==> config.mk <==
export PLATFORM = sky130hd
export DESIGN_NAME = bss_top
export DESIGN_NICKNAME = d
export VERILOG_FILES = /design/src/rtl/bss_pkg.sv /design/src/rtl/bss_top.sv /design/src/rtl/bss_ramp.sv /design/src/rtl/bss_prebias.sv
export VERILOG_INCLUDE_DIRS = /design/src /design/src/rtl
export SDC_FILE = /design/constraint.sdc
export NUM_CORES = 1
export LEC_CHECK = 0
export ABC_AREA = 1
export BUFFER_PORTS_ARGS = -buffer_cell sky130_fd_sc_hd__buf_2
export CAP_MARGIN = 20
export CORE_MARGIN = 10
export CORE_UTILIZATION = 35
export CTS_CLUSTER_SIZE = 28
export DETAILED_ROUTE_END_ITERATION = 10
export GPL_ROUTABILITY_DRIVEN = 1
export PLACE_DENSITY_LB_ADDON = 0.08
export SKIP_CTS_REPAIR_TIMING = 1
export SYNTH_ARGS = -nofsm -noshare
export SYNTH_HDL_FRONTEND = slang
export SYNTH_SLANG_ARGS = --single-unit
export TNS_END_PERCENT = 5
==> constraint.sdc <==
create_clock -name mclk_i -period 27.3 [get_ports mclk_i]
set_input_delay 4.095 -clock mclk_i [delete_from_list [all_inputs] [get_ports mclk_i]]
set_output_delay 4.095 -clock mclk_i [all_outputs]
set_load 0.1 [all_outputs]
==> src/rtl/bss_map.svh <==
// Offsets, field positions, reset values and timing counts of the buck start-up sequencer
`ifndef BSS_MAP_SVH
`define BSS_MAP_SVH

`define BSS_REG_CTRL        8'h00
`define BSS_REG_STATUS      8'h04
`define BSS_REG_INT_STAT    8'h08
`define BSS_REG_INT_MASK    8'h0C
`define BSS_REG_RAMP        8'h10
`define BSS_REG_PERIOD      8'h14

`define BSS_CTRL_RUN_BIT    0
`define BSS_CTRL_RESET      1'b1
`define BSS_MASK_RESET      5'h00

`define BSS_EV_POR          0
`define BSS_EV_LOCKOUT      1
`define BSS_EV_OC           2
`define BSS_EV_OV           3
`define BSS_EV_SS_DONE      4
`define BSS_EV_N            5

`define BSS_CLK_MHZ         50
`define BSS_SLOPE_UV_PER_US 400
`define BSS_RAMP_FINAL_UV   21'd1500000
`define BSS_START_LO_UV     21'd150000
`define BSS_START_HI_UV     21'd750000
`define BSS_TSTART_US       1500
`define BSS_HICCUP_US       20480
`define BSS_HICCUP_CYCLES   (`BSS_HICCUP_US * `BSS_CLK_MHZ)
`define BSS_PULSES_PER_STEP 16
`define BSS_DUTY_STEPS      8
`define BSS_FREQ_CODES      13

`endif

==> src/rtl/bss_pkg.sv <==
// Types of the buck start-up sequencer
package bss_pkg;
  typedef enum logic [2:0] {
    BSS_ST_OFF     = 3'b000,
    BSS_ST_ASYNC   = 3'b001,
    BSS_ST_PREBIAS = 3'b010,
    BSS_ST_RUN     = 3'b011,
    BSS_ST_HICCUP  = 3'b100
  } bss_state_t;
endpackage : bss_pkg

==> src/rtl/bss_top.sv <==
// Buck start-up and lockout sequencer with register port and interrupt
`timescale 1ns/1ps
`include "bss_map.svh"
module bss_top
  import bss_pkg::*;
#(
  parameter int HICCUP_CYCLES = `BSS_HICCUP_CYCLES,
  parameter int PW            = 8
) (
  input  wire logic        mclk_i,          // 50 MHz clock
  input  wire logic        rst_i,           // Async reset, high
  input  wire logic        vcc_ok_i,        // Supply above lockout
  input  wire logic        en_above_rise_i, // Enable above rising level
  input  wire logic        en_below_fall_i, // Enable below falling level
  input  wire logic        light_load_i,    // Load under half ripple
  input  wire logic        oc_event_i,      // Overcurrent sample over limit
  input  wire logic        ov_event_i,      // Output over voltage
  input  wire logic        hs_pwm_i,        // High-side request from loop
  input  wire logic        ls_pwm_i,        // Low-side request from loop
  input  wire logic [3:0]  freq_set_pin_i,  // Decoded resistor code 0..12
  input  wire logic [7:0]  addr_i,          // Register address
  input  wire logic [31:0] wdata_i,         // Write data
  input  wire logic        we_i,            // Write strobe
  input  wire logic        re_i,            // Read strobe
  output logic      [31:0] rdata_o,         // Read data, next cycle
  output logic             irq_o,           // Interrupt level
  output logic             high_side_switch_o, // High-side driver
  output logic             low_side_switch_o,  // Low-side driver
  output logic             por_o,           // Power-on-ready
  output logic             bias_high_o,     // 1 = high gate bias
  output logic      [20:0] ss_ref_o         // Soft-start reference, uV
);
  // Registers
  bss_state_t          state_q, state_d;
  logic                en_valid_q;
  logic                por_q;
  logic                run_en_q;
  logic [`BSS_EV_N-1:0] int_stat_q;
  logic [`BSS_EV_N-1:0] int_mask_q;
  logic [PW-1:0]       pos_q;
  logic [PW-1:0]       period_q;
  logic [31:0]         hic_q;
  logic                hs_q, ls_q, bias_q, irq_q;
  logic                ss_done_q;
  logic [31:0]         rdata_q;

  // Sub-block outputs
  logic [20:0]         ramp_w;
  logic [3:0]          step_w;
  logic                pb_done_w;

  // Oscillator period per resistor code; 50 MHz gives coarse steps at 1.5 MHz
  function automatic logic [PW-1:0] period_of(input logic [3:0] code);
    case (code)
      4'h0:    period_of = PW'(166);
      4'h1:    period_of = PW'(125);
      4'h2:    period_of = PW'(100);
      4'h3:    period_of = PW'(83);
      4'h4:    period_of = PW'(71);
      4'h5:    period_of = PW'(62);
      4'h6:    period_of = PW'(55);
      4'h7:    period_of = PW'(50);
      4'h8:    period_of = PW'(45);
      4'h9:    period_of = PW'(41);
      4'hA:    period_of = PW'(38);
      4'hB:    period_of = PW'(35);
      default: period_of = PW'(33);
    endcase
  endfunction : period_of

  // Lockout and readiness decode
  wire en_valid_d = en_above_rise_i ? 1'b1 :
                    (en_below_fall_i ? 1'b0 : en_valid_q);
  wire inputs_ok  = vcc_ok_i && en_valid_q && run_en_q;
  wire tick_w     = (pos_q == period_q - PW'(1));
  wire hiccup_end = (hic_q == 32'(HICCUP_CYCLES - 1));
  wire in_start_w = (ramp_w >= `BSS_START_LO_UV) && (ramp_w < `BSS_START_HI_UV);
  wire ss_done_w  = (ramp_w >= `BSS_START_HI_UV);
  wire switching  = (state_q == BSS_ST_ASYNC) || (state_q == BSS_ST_PREBIAS) ||
                    (state_q == BSS_ST_RUN);
  // Low-side window: position in period under step eighths of the period
  wire [PW+3:0] pos8_w   = {1'b0, pos_q, 3'b000};
  wire [PW+3:0] win_w    = (PW+4)'(period_q) * (PW+4)'(step_w);
  wire          ls_win_w = ((PW+4)'(pos8_w) < win_w);

  // Start-up sequence state machine
  always_comb
  begin
    state_d = state_q;
    case (state_q)
      BSS_ST_OFF:
        if (por_q)
          state_d = BSS_ST_ASYNC;
      BSS_ST_ASYNC:
        if (hs_pwm_i)
          state_d = BSS_ST_PREBIAS;
      BSS_ST_PREBIAS:
        if (pb_done_w)
          state_d = BSS_ST_RUN;
      BSS_ST_RUN:
        state_d = BSS_ST_RUN;
      BSS_ST_HICCUP:
        if (hiccup_end)
          state_d = BSS_ST_OFF;
      default:
        state_d = BSS_ST_OFF;
    endcase
    // Protection stays live in every switching phase, soft-start included
    if (switching && oc_event_i)
      state_d = BSS_ST_HICCUP;
    if (!por_q)
      state_d = BSS_ST_OFF;
  end

  // Driver gating; overvoltage blocks the high side at once
  wire hs_d = switching && por_q && !ov_event_i && hs_pwm_i;
  wire ls_d = por_q && ls_pwm_i &&
              ((state_q == BSS_ST_RUN) ||
               ((state_q == BSS_ST_PREBIAS) && ls_win_w));

  // Interrupt events
  wire [`BSS_EV_N-1:0] ev_w;
  assign ev_w[`BSS_EV_POR]     = inputs_ok && !por_q;
  assign ev_w[`BSS_EV_LOCKOUT] = !inputs_ok && por_q;
  assign ev_w[`BSS_EV_OC]      = switching && oc_event_i;
  assign ev_w[`BSS_EV_OV]      = switching && ov_event_i;
  assign ev_w[`BSS_EV_SS_DONE] = ss_done_w && !ss_done_q;

  // Register decode
  wire sel_ctrl = (addr_i == `BSS_REG_CTRL);
  wire sel_stat = (addr_i == `BSS_REG_STATUS);
  wire sel_int  = (addr_i == `BSS_REG_INT_STAT);
  wire sel_mask = (addr_i == `BSS_REG_INT_MASK);
  wire sel_ramp = (addr_i == `BSS_REG_RAMP);
  wire sel_per  = (addr_i == `BSS_REG_PERIOD);
  wire [`BSS_EV_N-1:0] w1c_w = (we_i && sel_int) ? wdata_i[`BSS_EV_N-1:0] : '0;
  // Set wins over a same-cycle write-one clear
  wire [`BSS_EV_N-1:0] int_stat_d = (int_stat_q & ~w1c_w) | ev_w;
  wire [31:0] status_w = {16'h0000, 4'h0, step_w, 1'b0, state_q,
                          in_start_w, ss_done_q, bias_q, por_q};
  wire [31:0] rd_mux_w =
    sel_ctrl ? {31'h00000000, run_en_q} :
    sel_stat ? status_w :
    sel_int  ? {27'h0000000, int_stat_q} :
    sel_mask ? {27'h0000000, int_mask_q} :
    sel_ramp ? {11'h000, ramp_w} :
    sel_per  ? 32'(period_q) : 32'h00000000;

  // Enable hysteresis flag and power-on-ready
  always_ff @(posedge mclk_i or posedge rst_i)
  begin
    if (rst_i)
    begin
      en_valid_q <= 1'b0;
      por_q      <= 1'b0;
    end
    else
    begin
      en_valid_q <= en_valid_d;
      por_q      <= inputs_ok;
    end
  end

  // Control and mask registers; clearing the run bit forces lockout
  always_ff @(posedge mclk_i or posedge rst_i)
  begin
    if (rst_i)
    begin
      run_en_q   <= `BSS_CTRL_RESET;
      int_mask_q <= `BSS_MASK_RESET;
    end
    else
    begin
      if (we_i && sel_ctrl)
        run_en_q <= wdata_i[`BSS_CTRL_RUN_BIT];
      if (we_i && sel_mask)
        int_mask_q <= wdata_i[`BSS_EV_N-1:0];
    end
  end

  // Sticky status and interrupt level; the level looks at the next status
  // so that an event raises the pin one cycle sooner
  always_ff @(posedge mclk_i or posedge rst_i)
  begin
    if (rst_i)
    begin
      int_stat_q <= '0;
      irq_q      <= 1'b0;
    end
    else
    begin
      int_stat_q <= int_stat_d;
      irq_q      <= |(int_stat_d & int_mask_q);
    end
  end

  // Oscillator position; period follows the resistor code each wrap
  always_ff @(posedge mclk_i or posedge rst_i)
  begin
    if (rst_i)
    begin
      pos_q    <= '0;
      period_q <= PW'(166);
    end
    else if (tick_w)
    begin
      pos_q    <= '0;
      period_q <= period_of(freq_set_pin_i);
    end
    else
      pos_q <= pos_q + PW'(1);
  end

  // Sequencer state
  always_ff @(posedge mclk_i or posedge rst_i)
  begin
    if (rst_i)
      state_q <= BSS_ST_OFF;
    else
      state_q <= state_d;
  end

  // Hiccup timer; counts only while the state sits in hiccup, so a new
  // overcurrent waits the full blanking time unless readiness is lost, which ends hiccup early
  always_ff @(posedge mclk_i or posedge rst_i)
  begin
    if (rst_i)
      hic_q <= 32'h00000000;
    else
      hic_q <= (state_q == BSS_ST_HICCUP) ? hic_q + 32'h00000001 : 32'h00000000;
  end

  // Driver flops; both drop one cycle after readiness is lost
  always_ff @(posedge mclk_i or posedge rst_i)
  begin
    if (rst_i)
    begin
      hs_q <= 1'b0;
      ls_q <= 1'b0;
    end
    else
    begin
      hs_q <= hs_d;
      ls_q <= ls_d;
    end
  end

  // Gate bias select and soft-start done edge detector
  always_ff @(posedge mclk_i or posedge rst_i)
  begin
    if (rst_i)
    begin
      bias_q    <= 1'b1;
      ss_done_q <= 1'b0;
    end
    else
    begin
      bias_q    <= !light_load_i;
      ss_done_q <= ss_done_w;
    end
  end

  // Read data stands one cycle after the strobe and is zero otherwise
  always_ff @(posedge mclk_i or posedge rst_i)
  begin
    if (rst_i)
      rdata_q <= 32'h00000000;
    else
      rdata_q <= re_i ? rd_mux_w : 32'h00000000;
  end

  // Ramp is held at zero outside readiness and during hiccup
  bss_ramp #(
    .PW       (PW)
  ) u_ramp (
    .mclk_i   (mclk_i),
    .rst_i    (rst_i),
    .clr_i    (!por_q || state_q == BSS_ST_HICCUP || state_q == BSS_ST_OFF),
    .tick_i   (tick_w),
    .period_i (period_q),
    .ramp_o   (ramp_w),
    .done_o   ()
  );

  // Steps advance only once the first high-side pulse has been seen
  bss_prebias u_prebias (
    .mclk_i   (mclk_i),
    .rst_i    (rst_i),
    .clr_i    (state_q != BSS_ST_PREBIAS && state_q != BSS_ST_RUN),
    .run_i    (state_q == BSS_ST_PREBIAS),
    .tick_i   (tick_w),
    .step_o   (step_w),
    .done_o   (pb_done_w)
  );

  assign high_side_switch_o = hs_q;
  assign low_side_switch_o  = ls_q;
  assign por_o              = por_q;
  assign bias_high_o        = bias_q;
  assign irq_o              = irq_q;
  assign rdata_o            = rdata_q;
  assign ss_ref_o           = ramp_w;
endmodule : bss_top

==> src/rtl/bss_ramp.sv <==
// Soft-start reference ramp counter in microvolts
`timescale 1ns/1ps
`include "bss_map.svh"
module bss_ramp
  import bss_pkg::*;
#(
  parameter int PW = 8
) (
  input  wire logic          mclk_i,   // Clock
  input  wire logic          rst_i,    // Async reset
  input  wire logic          clr_i,    // Hold ramp at zero
  input  wire logic          tick_i,   // Switching period tick
  input  wire logic [PW-1:0] period_i, // Period in clocks
  output logic      [20:0]   ramp_o,   // Reference in uV
  output logic               done_o    // Final level reached
);
  logic [20:0] ramp_d;
  logic [20:0] ramp_q;
  wire  [31:0] inc_w  = (32'(period_i) * `BSS_SLOPE_UV_PER_US) / `BSS_CLK_MHZ;
  wire  [21:0] sum_w  = {1'b0, ramp_q} + {1'b0, inc_w[20:0]};
  wire         full_w = (sum_w >= {1'b0, `BSS_RAMP_FINAL_UV});

  // Linear rise per tick, saturating at the final level
  always_comb
  begin
    ramp_d = ramp_q;
    if (clr_i)
      ramp_d = 21'h000000;
    else if (tick_i)
      ramp_d = full_w ? `BSS_RAMP_FINAL_UV : sum_w[20:0];
  end

  always_ff @(posedge mclk_i or posedge rst_i)
  begin
    if (rst_i)
      ramp_q <= 21'h000000;
    else
      ramp_q <= ramp_d;
  end

  assign ramp_o = ramp_q;
  assign done_o = (ramp_q == `BSS_RAMP_FINAL_UV);
endmodule : bss_ramp

==> src/rtl/bss_prebias.sv <==
// Pre-bias duty stepper: eight steps of sixteen pulses each
`timescale 1ns/1ps
`include "bss_map.svh"
module bss_prebias
  import bss_pkg::*;
(
  input  wire logic       mclk_i,  // Clock
  input  wire logic       rst_i,   // Async reset
  input  wire logic       clr_i,   // Restart from step one
  input  wire logic       run_i,   // Stepping allowed
  input  wire logic       tick_i,  // Switching period tick
  output logic      [3:0] step_o,  // Duty in eighths, 1..8
  output logic            done_o   // All steps issued
);
  logic [3:0] step_q;
  logic [3:0] pulse_q;
  logic       done_q;
  wire        last_pulse_w = (pulse_q == 4'(`BSS_PULSES_PER_STEP - 1));
  wire        last_step_w  = (step_q == 4'(`BSS_DUTY_STEPS));

  // Sixteen periods per step, the last step too; holds full duty afterwards
  always_ff @(posedge mclk_i or posedge rst_i)
  begin
    if (rst_i)
    begin
      step_q  <= 4'h1;
      pulse_q <= 4'h0;
      done_q  <= 1'b0;
    end
    else if (clr_i)
    begin
      step_q  <= 4'h1;
      pulse_q <= 4'h0;
      done_q  <= 1'b0;
    end
    else if (run_i && tick_i && !done_q)
    begin
      pulse_q <= last_pulse_w ? 4'h0 : pulse_q + 4'h1;
      if (last_pulse_w && last_step_w)
        done_q <= 1'b1;
      else if (last_pulse_w)
        step_q <= step_q + 4'h1;
    end
  end

  assign step_o = step_q;
  assign done_o = done_q;
endmodule : bss_prebias

# Word level (Yosys, flattened, before mapping)
# Memory sizes are Yosys's and may differ from the RTL's. A register that Yosys moved wholly into a read port is not among the register bits.
# Index checks and enable logic that the tools add are counted.
# word_totals
ff_bits,112
romBits,128
input_bits,56
mem_count,1
# classes
add_sub_neg,6
multipliers,2
div_mod_pow,1
n_lt_le_gt_ge,5
eq_ne,19
n_mux,31
n_bitwise,4
n_reduce_logical,43
# mem_list
name,depth,word_bits,rd,rd_ports_with_merged_regs,wr,line,source
(no name shown),16,8,1,1,0,bss_top.sv:54,case (code)
# op_table
operator,count
$mux W21,9
$add A32 B1 Y32 const B,1
$div A17 B6 Y32 const B,1
$eq A32 B20 Y1 const B,1
$mux W32,1
$mux W4,7
$add A21 B21 Y22,1
$ge A22 B21 Y1 const B,1
$ge A21 B18 Y1 const B,1
$ge A21 B20 Y1 const B,1
$logic_and A1 B1 Y1,21
$lt A21 B20 Y1 const B,1
$eq A8 B4 Y1 const B,2
$eq A8 B5 Y1 const B,2
$mux W8,2
$mux W3,5
$pmux W3 S5,1
$mul A8 B5 Y13 const B,1
$lt A11 B12 Y1,1
$mul A8 B4 Y12,1
$ne A4 B4 Y1 const B,3
$and A5 B5 Y5,2
$reduce_bool A2 Y1,5
$add A4 B1 Y4 const B,2
other kinds (21),38

# Depth between registers and ports, before layout
# Gate-level depths: netlist of the first run.
# logic_depth
ltp_word,8
ltp_mapped,105
mapped_depth_nobuf,103

# Hierarchy
# Synthesis of the first run repeated with hierarchy kept, for this count alone.
# unflattened
cells_unflattened,1731
area_unflattened_um2,12101.6
# modules_own_cells
mod,instances,cells_each,area_each_um2,seq_area_each_um2
bss_top,1,905,6468.7,2259.7
bss_ramp,1,756,5082.4,525.5
bss_prebias,1,70,550.5,226.5

# Least setup slack after synthesis of the first run
# OpenSTA, ideal clock, no wires.
# synth_timing
kind,register to register
startpoint,register period_q[2]
endpoint,register u_ramp.ramp_q[17] (netlist: u_ramp.ramp_o[17])
setup_time_ps,132
arrival_time_ps,11672
path_slack_ps,15496
path_stages_with_launch,98
path_buffers,3
synth_period_minus_slack_ps,11804
cell_sequence,dfstp_2 -> buf_2 -> clkinv_1 -> ha_1 -> ha_1 -> fa_1 -> ha_1 -> xnor2_2 -> nand2_2 -> nor2_2 -> nand2_1 -> nand2_1 -> nand3_2 -> nand2_4 -> nand2_4 -> nand2_1 -> nand2_2 -> nor2_4 -> [62 not listed] -> o21ai_0 -> nand3_1 -> nand2_1 -> nand3_1 -> nand2_1 -> nand2_1 -> nor4_1 -> nand2_1 -> nor2_1 -> xor2_1 -> inv_1 -> nand3_1 -> nor2_1 -> o311ai_0 -> nand3_1 -> clkbuf_1 -> o21ai_0 -> o21ai_0
# synth_via
elab_chain_cells,7
elab_cells_between_ends,10
cone_classes,2 x add/sub; 1 x mul; 1 x div; 1 x order compare; 1 x eq/ne; 3 x mux; 1 x reduce/logical
# synth_lines
element,line,source
start: declaration,bss_top.sv:41,logic [PW-1:0] period_q;
$mul A8 B5 Y13 (no line),-,
$div A17 B6 Y32 (no line),-,
$add A21 B21 Y22,bss_ramp.sv:20,"wire [21:0] sum_w = {1'b0, ramp_q} + {1'b0, inc_w[20:0]};"
$ge A22 B21 Y1,bss_ramp.sv:21,"wire full_w = (sum_w >= {1'b0, `BSS_RAMP_FINAL_UV});"
$mux W21,bss_ramp.sv:30,ramp_d = full_w ? `BSS_RAMP_FINAL_UV : sum_w[20:0];
$mux W21,bss_ramp.sv:29,else if (tick_i)
$mux W21,bss_ramp.sv:27,if (clr_i)
end signal: assignment,bss_ramp.sv:38,ramp_q <= ramp_d;
end: declaration,bss_ramp.sv:18,logic [20:0] ramp_q;
# Several ways; a longest one is shown, not always the timed one. The select of a mux whose other input is x is not followed.
# A chain may end at the register's enable or synchronous reset.

# Final worst setup path of the first run
# layout_timing
startpoint,register period_q[2]
endpoint,register u_ramp.ramp_q[7] (netlist: u_ramp.ramp_o[7])
# Same word-level chain as after synthesis.

==> results of run 1 <==
## worst max-delay path by stage
stage                start           endpoint  slack, ns  cells after the start
2_1_floorplan  period_q[2]  u_ramp.ramp_o[17]      15.50                     97
3_3_place_gp   period_q[2]  u_ramp.ramp_o[16]      13.13                     95
3_5_place_dp   period_q[2]   u_ramp.ramp_o[7]      13.13                     95
4_1_cts        period_q[2]   u_ramp.ramp_o[4]      13.07                     93
5_1_grt        period_q[2]   u_ramp.ramp_o[7]      11.45                     93
6_report       period_q[2]   u_ramp.ramp_o[7]      13.21                     91
## flip-flops by register name (all words and copies together) (netlist names), 3 cells and up
signal and flops:
u_prebias.pulse_q 4, period_q 8, state_q 3, int_mask_q 5
hic_q 32, rdata_o 21, int_stat_q 5, u_ramp.ramp_o 21
pos_q 8, u_prebias.step_o 4
## synth_stat cells (6+ instances only)
library cell  instances  area (sq um)
a21oi_1              73           365
buf_4                11          82.6
clkbuf_1             19          71.3
dfrtp_1             113          2830
dfstp_2               7           184
fa_1                 16           320
ha_1                 93          1160
inv_1               235           882
inv_2                 8          30.0
nand2_1             313          1170
nand2_2              46           288
nand2_4              20           225
nand3_1             101           505
nand3_2               6          60.1
nand3_4               6           105
nand3b_1             11          82.6
nand4_1              28           175
nor2_1               80           300
nor2_2                8          50.1
nor2_4               11           124
nor3_1               37           185
nor4_1               10          62.6
o211ai_1              7          52.6
o21ai_0              91           455
o21ai_1              12          60.1
o22ai_1               6          37.5
xnor2_1              13           114
xor2_1               41           359
## power breakdown
group | internal (W) | switching (W) | leakage [nW]
Combinational | 0.00000421 | 0.0000198 | 4.70
Sequential | 0.000181 | 0.00000179 | 1.60
Clock | 0.000147 | 0.0000908 | 0.301
Total | 0.000332 | 0.000112 | 6.60
## stage by stage
stage               total power, W  utilization  setup slack, ns  cells
floorplan                 0.000204            -            15.50   1509
global placement          0.000210        0.382            13.13   1951
detailed placement        0.000210        0.382            13.13   1951
CTS                       0.000451        0.402            13.07   1983
global route              0.000461        0.402            11.45   1983
finish                    0.000444        0.402            13.21   1983
## cell families (layout without fill, tap and decap cells)
family                     Yosys count  count (layout)  share of synthesized area
buffers and inverters              281             359                      0.101
AOI/OAI and AO/OA                  237             237                      0.124
and+or+nand+nor                    696             696                      0.322
xor gates and xnor gates            55              55                     0.0444
adders and majority gates          109             109                      0.135
DFF                                120             120                      0.273
other                                1              11                   0.000341
## worst max-delay path: cells and delay by family, from the launching register on
kind                       cells  cell delay, ns
AOI/OAI and AO/OA              9            1.53
xor gates and xnor gates       2            0.54
adders and majority gates      8            2.38
buffers and inverters          8            1.31
DFF                            1            0.72
and+or+nand+nor               64            7.53
## layer usage
| metal | global-route usage | vias up |
|---|---|---|
| met4 | 0.0302 | 0 |
| met5 | 0 | - |
| met3 | 0.0220 | 10 |
| met2 | 0.271 | 108 |
| li1 | - | 5060 |
| met1 | 0.207 | 4570 |
## cell type report
class / count / area, sq um / area share
Tap cell: 396 / 495 / 0.0400
Inverter: 248 / 935 / 0.0754
Clock buffer: 18 / 429 / 0.0346
Clock inverter: 14 / 186 / 0.0150
Sequential cell: 120 / 3010 / 0.243
Timing Repair Buffer: 79 / 405 / 0.0327
Multi-Input combinational cell: 1108 / 6930 / 0.559
==> flow_summary_export.csv, run 1 <==
group,metric,value,unit
run_status,status,"finished clean",
clock_tree,clkSinkCount,120,
layout,drive_gt1_frac,0.151,
global_routing,grt_pass1_wl,50.2,mm
setup_path,cpMostUsedCell,"nand2_1",
hold_path,hold_start,"hic_q[0]",
timing,finClkSkew,0.0260,ns
clock_tree,cts_tree,"built",
layout,fin_area,12400,sq um
route,wl_met2,14.6,mm
logic_synthesis,synth-edff-count,0,
route,routed_wl,29.8,mm
clock_tree,cts_root_buf,"clkbuf_16",
clock_tree,clock_latency,0.43,ns
clock_tree,numCtsBuffers,17,
die,ios,114,
setup_path,r2r_start,"period_q[2]",
route,via_count,9748,
setup_path,r2r_slack,13.21,ns
die,initial_core_util,0.357,
timing,relSlewSlack,0.373,
setup_path,regToRegEndpoint,"u_ramp.ramp_o[7]",
setup_path,crit_fanout,12,
placement,gp_congestion,0.852,
timing,worstMarginPinSlew,0.940,ns
logic_synthesis,postSynth.asyncResetShare,1.00,
timing,period_share,0.516,
hold_path,hold_end,"hic_q[0]",
route,antenna_left,0,
clock_tree,h-tree-depth,4,
hold_path,holdCritPathClass,"flip-flop to flip-flop",
logic_synthesis,synth.avg_cell_area,7.35,sq um
setup_path,r2r_cells,91,
layout,antennaDiodeCount,0,
timing,slew_violations,0,
route,drc,0,
global_routing,gr-total-overflow,0,
global_routing,grt_max_degree,73,
layout,final_common_cell,"nand2_1",
layout,layout_common_cells,"313 x nand2_1, 234 x inv_1, 113 x dfrtp_1, 101 x nand3_1, 93 x ha_1",
setup_path,critical-path-slowest-cell,"dfstp_2",
timing,hold_viol,0,
timing,max_freq,0.0710,GHz
timing,setup_viol,0,
logic_synthesis,yosys.cell_types.count,64,
power,max-vdd-ir-drop,0.0000503,V
placement,post_dp_cell_area,11800,sq um
die,core,30800,sq um
placement,dp_hpwl,23.7,mm
power,p_per_area,35.8,nW/um^2
layout,num-nets-final,1739,
logic_synthesis,synth_area,11000,sq um
timing,fin_crit,14.09,ns
hold_path,holdPathStages,1,
setup_path,worstSetupEndpointType,"flip-flop",
route,dr.pass1.iters,4,
layout,area_delta_synth_final,12.5,%
setup_path,critPathMaxStageDelay,0.72,ns
logic_synthesis,seq_area_frac_synth,0.273,
die,rows,64,
logic_synthesis,synth-seq-cells,120,
setup_path,crit_type,"flip-flop to flip-flop",
timing,whs,0.464,ns
layout,num-fill-cells,3284,
timing,rsz0062_at_grt,"false",
logic_synthesis,ys_warn_count,0,
clock_tree,path_clk_slew,0.06,ns
route,dr.max_layer_used,"met4",
global_routing,antenna_found_initial,0,
global_routing,grt_pass1_vias,9642,
logic_synthesis,yosys_most_used_dff,"dfrtp_1",
setup_path,cp.arrival,14.43,ns
run,drv_cap,0,
die,die_w,197,um
power,total_leakage_power,6.60,nW
global_routing,grt.total_usage,0.158,
route,wl_met3,688,um
setup_path,required,27.64,ns
setup_path,start_kind,"flip-flop",
route,drtIter0Drc,447,
timing,setup_tns,0,ns
route,wl_per_cell,15.0,um
route,m1WireLength,14.4,mm
route,vias_per_cell,4.92,
clock_tree,clockBufferDepth,2,
placement,numPortBuffers,75,
die,die_h,197,um
logic_synthesis,synth_cells,1499,
die,die_area,39000,sq um
Note: power is estimated with default switching activity, not from simulation.
==> inputs of run 2 (changes only) <==
==> constraint.sdc (replaced) <==
create_clock -name mclk_i -period 13.1 [get_ports mclk_i]
set_input_delay 1.965 -clock mclk_i [delete_from_list [all_inputs] [get_ports mclk_i]]
set_output_delay 1.965 -clock mclk_i [all_outputs]
set_load 0.1 [all_outputs]
==> run 2 against run 1 <==
Cell area is 6.1% higher. Die area stayed put. Register-to-register slack got worse by 12 ns. Power grew 100%. Clock-buffer cell count is 2 higher. Sequential share of layout area shrank 1.4 points. Clock skew down 0.0042 ns. Critical path type unchanged. Critical endpoint is now u_ramp.ramp_o[14].
==> flow_summary_export.csv, run 2 (synthesis results as in run 1) <==
group,metric,value,unit
setup_path,r2r_cells,100,
die,rows,64,
setup_path,r2r_start,"period_q[1]",
die,die_area,39000,sq um
layout,regMostFlops,"hic_q",
clock_tree,path_clk_slew,0.06,ns
route,routed_wl,30.5,mm
layout,final_common_cell,"nand2_1",
placement,gp_congestion,0.844,
timing,fin_crit,11.99,ns
layout,area_delta_synth_final,19.4,%
global_routing,antenna_found_initial,0,
global_routing,grt.total_usage,0.159,
power,swShare,0.251,
clock_tree,numCtsBuffers,17,
layout,antennaDiodeCount,0,
setup_path,cpMostUsedCell,"nand2_1",
setup_path,critical-path-slowest-cell,"dfstp_2",
hold_path,holdCritPathClass,"flip-flop to flip-flop",
run_status,status,"finished clean",
die,initial_core_util,0.357,
setup_path,worst-path-stages,100,
clock_tree,h-tree-depth,4,
clock_tree,clkSinkCount,120,
setup_path,start_kind,"flip-flop",
route,dr.pass1.iters,7,
placement,dp_hpwl,24.0,mm
die,die_w,197,um
layout,drive_gt1_frac,0.214,
power,pwr-share-comb,0.056,
timing,setup_slack,1.11,ns
placement,dpl_worst_slack,0.477,ns
route,wl_per_cell,14.8,um
setup_path,cp.arrival,12.26,ns
setup_path,critPathMaxStageDelay,0.52,ns
route,drc,0,
setup_path,required,13.37,ns
setup_path,regToRegEndpoint,"u_ramp.ramp_o[14]",
setup_path,crit_fanout,8,
layout,final_core_util,0.427,
route,via_count,10100,
timing,relSlewSlack,0.381,
global_routing,grt_pass1_vias,10000,
power,max-vdd-ir-drop,0.0000948,V
clock_tree,cts_tree,"built",
placement,numPortBuffers,75,
setup_path,crit_type,"flip-flop to flip-flop",
setup_path,setup.worst_path.start,"period_q[1]",
die,core,30800,sq um
setup_path,worstSetupEndpointType,"flip-flop",
clock_tree,clockBufferDepth,2,
power,p_int,0.000673,W
timing,hold_viol,0,
layout,largest_reg_flops,32,
global_routing,grt_max_degree,73,
power,p_seq_frac,0.423,
global_routing,gr-total-overflow,0,
die,die_h,197,um
setup_path,r2r_slack,1.11,ns
clock_tree,clock_latency,0.43,ns
timing,setup_viol,0,
global_routing,grt_pass1_wl,50.9,mm
power,p_per_area,68.4,nW/um^2
route,vias_per_cell,4.89,
timing,max_freq,0.0834,GHz
power,power_frac_clock,0.521,
layout,layout_common_cells,"300 x nand2_1, 231 x inv_1, 113 x dfrtp_1, 91 x nand3_1, 89 x ha_1",
die,ios,114,
run,drv_cap,0,
clock_tree,cts_root_buf,"clkbuf_16",
timing,worstMarginPinSlew,0.928,ns
setup_path,critPathTopFamily,"simple AND/OR/NAND/NOR gates",
route,antenna_left,0,
route,drtIter0Drc,418,
placement,post_dp_cell_area,12100,sq um
power,switchingPower,0.000226,W
timing,period_share,0.915,
layout,num-nets-final,1810,
timing,slew_violations,0,
timing,finClkSkew,0.0217,ns
setup_path,crit_path_end,"u_ramp.ramp_o[14]",
layout,fin_area,13200,sq um
power,total_leakage_power,6.96,nW
setup_path,path_buf_inv,13,
==> run 2: cell count changes in the layout (fill, tap and decap cells not counted), moves of 4 or more <==
cell,previous run,this run
buf_6,0,4
a21oi_1,73,69
buf_4,4,71
a21oi_2,0,4
nand3_1,101,91
o21ai_1,12,19
nand2_1,313,300
o21ai_2,2,6
nand2_2,46,52
nand2_4,20,27
ha_1,93,89
nand3_2,6,14
o21ai_0,91,79
==> run 2: area by class of cell <==
class | instances | area, sq um
well taps | 396 | 495
flip-flops and latches | 120 | 3010
inverters | 248 | 938
fillers | 3239 | 17700
clock buffers | 20 | 447
clock inverters | 12 | 141
multi-input cells | 1108 | 7160
repair buffers | 150 | 953
==> run 2: how the worst min path moves through the flow <==
stage	startpoint	to	slack, ns	depth (start not counted)
floorplan	hic_q[0]	hic_q[0]	0.43	1
global placement	hic_q[0]	hic_q[0]	0.45	1
detailed placement	hic_q[0]	hic_q[0]	0.47	1
CTS	hic_q[0]	hic_q[0]	0.48	1
global route	hic_q[0]	hic_q[0]	0.50	1
finish	hic_q[0]	hic_q[0]	0.48	1
==> run 2: power groups by stage <==
stage	clock network, W	registers, W	logic, W
after floorplan	0	0.000393	0.0000330
after global placement	0	0.000387	0.0000508
after detailed placement	0	0.000387	0.0000512
after CTS	0.000480	0.000380	0.0000513
after global routing	0.000494	0.000381	0.0000553
final	0.000469	0.000380	0.0000501
==> run 2: routing by layer <==
layer	GRT usage	wire length, um	vias up
li1	-	-	5201
met1	0.203	14500	4725
met2	0.275	14900	104
met3	0.0228	692	20
met4	0.0393	386	0
met5	0	0	-
==> run 2: through the flow <==
step / setup TNS, ns / instances / hold WS (ns) / total power [W]
2_1_floorplan: 0 / 1509 / 0.433 / 0.000426
3_3_place_gp: 0 / 1996 / 0.454 / 0.000438
3_5_place_dp: 0 / 1996 / 0.468 / 0.000438
4_1_cts: 0 / 2028 / 0.477 / 0.000912
5_1_grt: -0.641 / 2054 / 0.498 / 0.000930
6_report: 0 / 2054 / 0.482 / 0.000899
==> inputs of run 3 (changes only) <==
--- a/config.mk
+++ b/config.mk
@@ -10,11 +10,11 @@
 export BUFFER_PORTS_ARGS = -buffer_cell sky130_fd_sc_hd__buf_2
 export CAP_MARGIN = 20
 export CORE_MARGIN = 10
-export CORE_UTILIZATION = 35
+export CORE_UTILIZATION = 60
 export CTS_CLUSTER_SIZE = 28
 export DETAILED_ROUTE_END_ITERATION = 10
 export GPL_ROUTABILITY_DRIVEN = 1
-export PLACE_DENSITY_LB_ADDON = 0.08
+export PLACE_DENSITY = 0.79
 export SKIP_CTS_REPAIR_TIMING = 1
 export SYNTH_ARGS = -nofsm -noshare
 export SYNTH_HDL_FRONTEND = slang
==> run 3 against run 2 <==
Global-route usage is 6.6 points higher. Clock power is 3% lower. Utilization is 28 points higher. Final cell count is 9.4% lower. Cell area is 3.2% lower. Register-to-register slack worse by 0.34 ns. Setup slack worse by 0.34 ns. Critical path depth is 5 lower. Critical path type unchanged. Die area is 38% lower. Hold slack better by 0.010 ns. Largest cell class unchanged.
==> flow_summary_export.csv, run 3 (synthesis results as in run 1) <==
group,metric,value,unit
run_status,status,"finished clean",
timing,setup_viol,0,
layout,largest_reg_flops,32,
layout,drive_gt1_frac,0.202,
clock_tree,cts_root_buf,"clkbuf_16",
layout,layout_common_cells,"293 x nand2_1, 231 x inv_1, 113 x dfrtp_1, 95 x nand3_1, 90 x ha_1",
timing,whs,0.493,ns
timing,hold_viol,0,
setup_path,crit_fanout,9,
setup_path,cp.arrival,12.62,ns
timing,worstMarginPinSlew,0.889,ns
setup_path,cpMostUsedCell,"nand2_2",
global_routing,grt_pass1_wl,46.0,mm
placement,gp_congestion,0.931,
global_routing,grt_max_degree,72,
layout,regMostFlops,"hic_q",
placement,dp_hpwl,21.2,mm
power,max-vdd-ir-drop,0.0000927,V
timing,fin_crit,12.33,ns
die,die_area,24200,sq um
die,die_w,155,um
route,dr.pass1.iters,6,
power,swShare,0.258,
route,via_count,10500,
timing,relSlewSlack,0.392,
route,wl_per_cell,15.1,um
global_routing,gr-total-overflow,0,
route,drtIter0Drc,633,
clock_tree,numCtsBuffers,17,
die,initial_core_util,0.611,
clock_tree,clockBufferDepth,2,
clock_tree,h-tree-depth,4,
layout,antennaDiodeCount,0,
power,p_int,0.000656,W
layout,area_delta_synth_final,15.6,%
global_routing,grt_pass1_vias,9925,
timing,finClkSkew,0.0151,ns
global_routing,grt.total_usage,0.225,
timing,slew_violations,0,
timing,period_share,0.941,
layout,final_common_cell,"nand2_1",
placement,numPortBuffers,75,
clock_tree,path_clk_slew,0.07,ns
power,p_seq_frac,0.430,
clock_tree,cts_tree,"built",
setup_path,critical-path-slowest-cell,"dfstp_4",
timing,max_freq,0.0811,GHz
power,power_frac_clock,0.513,
global_routing,antenna_found_initial,0,
layout,num-nets-final,1783,
route,drc,0,
clock_tree,clkSinkCount,120,
setup_path,start_kind,"flip-flop",
power,total_leakage_power,6.81,nW
power,switchingPower,0.000229,W
die,ios,114,
setup_path,crit_type,"flip-flop to flip-flop",
route,routed_wl,28.1,mm
route,vias_per_cell,5.62,
power,pwr-share-comb,0.057,
die,core,18000,sq um
power,p_per_area,69.5,nW/um^2
setup_path,worstSetupEndpointType,"flip-flop",
die,die_h,155,um
clock_tree,clock_latency,0.43,ns
hold_path,holdCritPathClass,"flip-flop to flip-flop",
setup_path,critPathMaxStageDelay,0.63,ns
run,drv_cap,0,
route,antenna_left,0,
layout,final_core_util,0.707,
setup_path,required,13.39,ns
die,rows,49,
## run 3: worst paths after layout
| check | from | end | slack (ns) | cells past startpoint |
|---|---|---|---|---|
| hold reg to reg | hic_q[2] | hic_q[2] | 0.49 | 1 |
| max in group asynchronous | rst_i | int_mask_q[2] | 10.12 | 3 |
| min in group asynchronous | rst_i | u_prebias.step_o[3] | 1.65 | 2 |
| setup reg to reg | period_q[2] | u_ramp.ramp_o[18] | 0.77 | 95 |
| setup / recovery | period_q[2] | u_ramp.ramp_o[18] | 0.77 | 95 |
| hold / removal | hic_q[2] | hic_q[2] | 0.49 | 1 |
## run 3: layout make-up
cell class / instances / area (sq um)
Sequential cell: 120 / 3020
Fill cell: 1417 / 5290
Clock buffer: 19 / 443
Tap cell: 229 / 287
Multi-Input combinational cell: 1108 / 7160
Clock inverter: 13 / 133
Timing Repair Buffer: 123 / 751
Inverter: 248 / 946
## run 3: critical path, delay by kind of cell, from the launching register on
family,cells,cell delay (ns)
adder cells (fa/ha/maj),6,1.84
AND/OR/NAND/NOR,71,7.19
XOR/XNOR,1,0.22
AO/OA/AOI/OAI,11,1.49
buffers and inverters,6,0.80
flip-flops,1,0.63
## run 3: per-stage QoR
step	setup WS, ns	cell area (sq um)	TNS, ns	total power [W]	std cells
3_5_place_dp	0.141	11700	0	0.000437	1796
4_1_cts	0.0782	12200	0	0.000888	1828
2_1_floorplan	1.30	11000	0	0.000426	1509
6_report	0.771	12700	0	0.000885	1860
3_3_place_gp	0.425	11700	0	0.000436	1796
5_1_grt	-0.247	12700	-3.39	0.000910	1860
## run 3: routing by layer
layer | vias up | wire length, um | global-route usage
li1 | 5153 | - | -
met1 | 4908 | 12000 | 0.289
met2 | 335 | 13600 | 0.375
met3 | 60 | 1760 | 0.0375
met4 | 0 | 751 | 0.0784
met5 | - | 0 | 0
## run 3: power groups by stage
stage / sequential [W] / combinational [W] / clock (W)
3_3_place_gp: 0.000387 / 0.0000491 / 0
2_1_floorplan: 0.000393 / 0.0000330 / 0
5_1_grt: 0.000381 / 0.0000547 / 0.000474
6_report: 0.000380 / 0.0000504 / 0.000454
4_1_cts: 0.000380 / 0.0000503 / 0.000458
3_5_place_dp: 0.000387 / 0.0000503 / 0
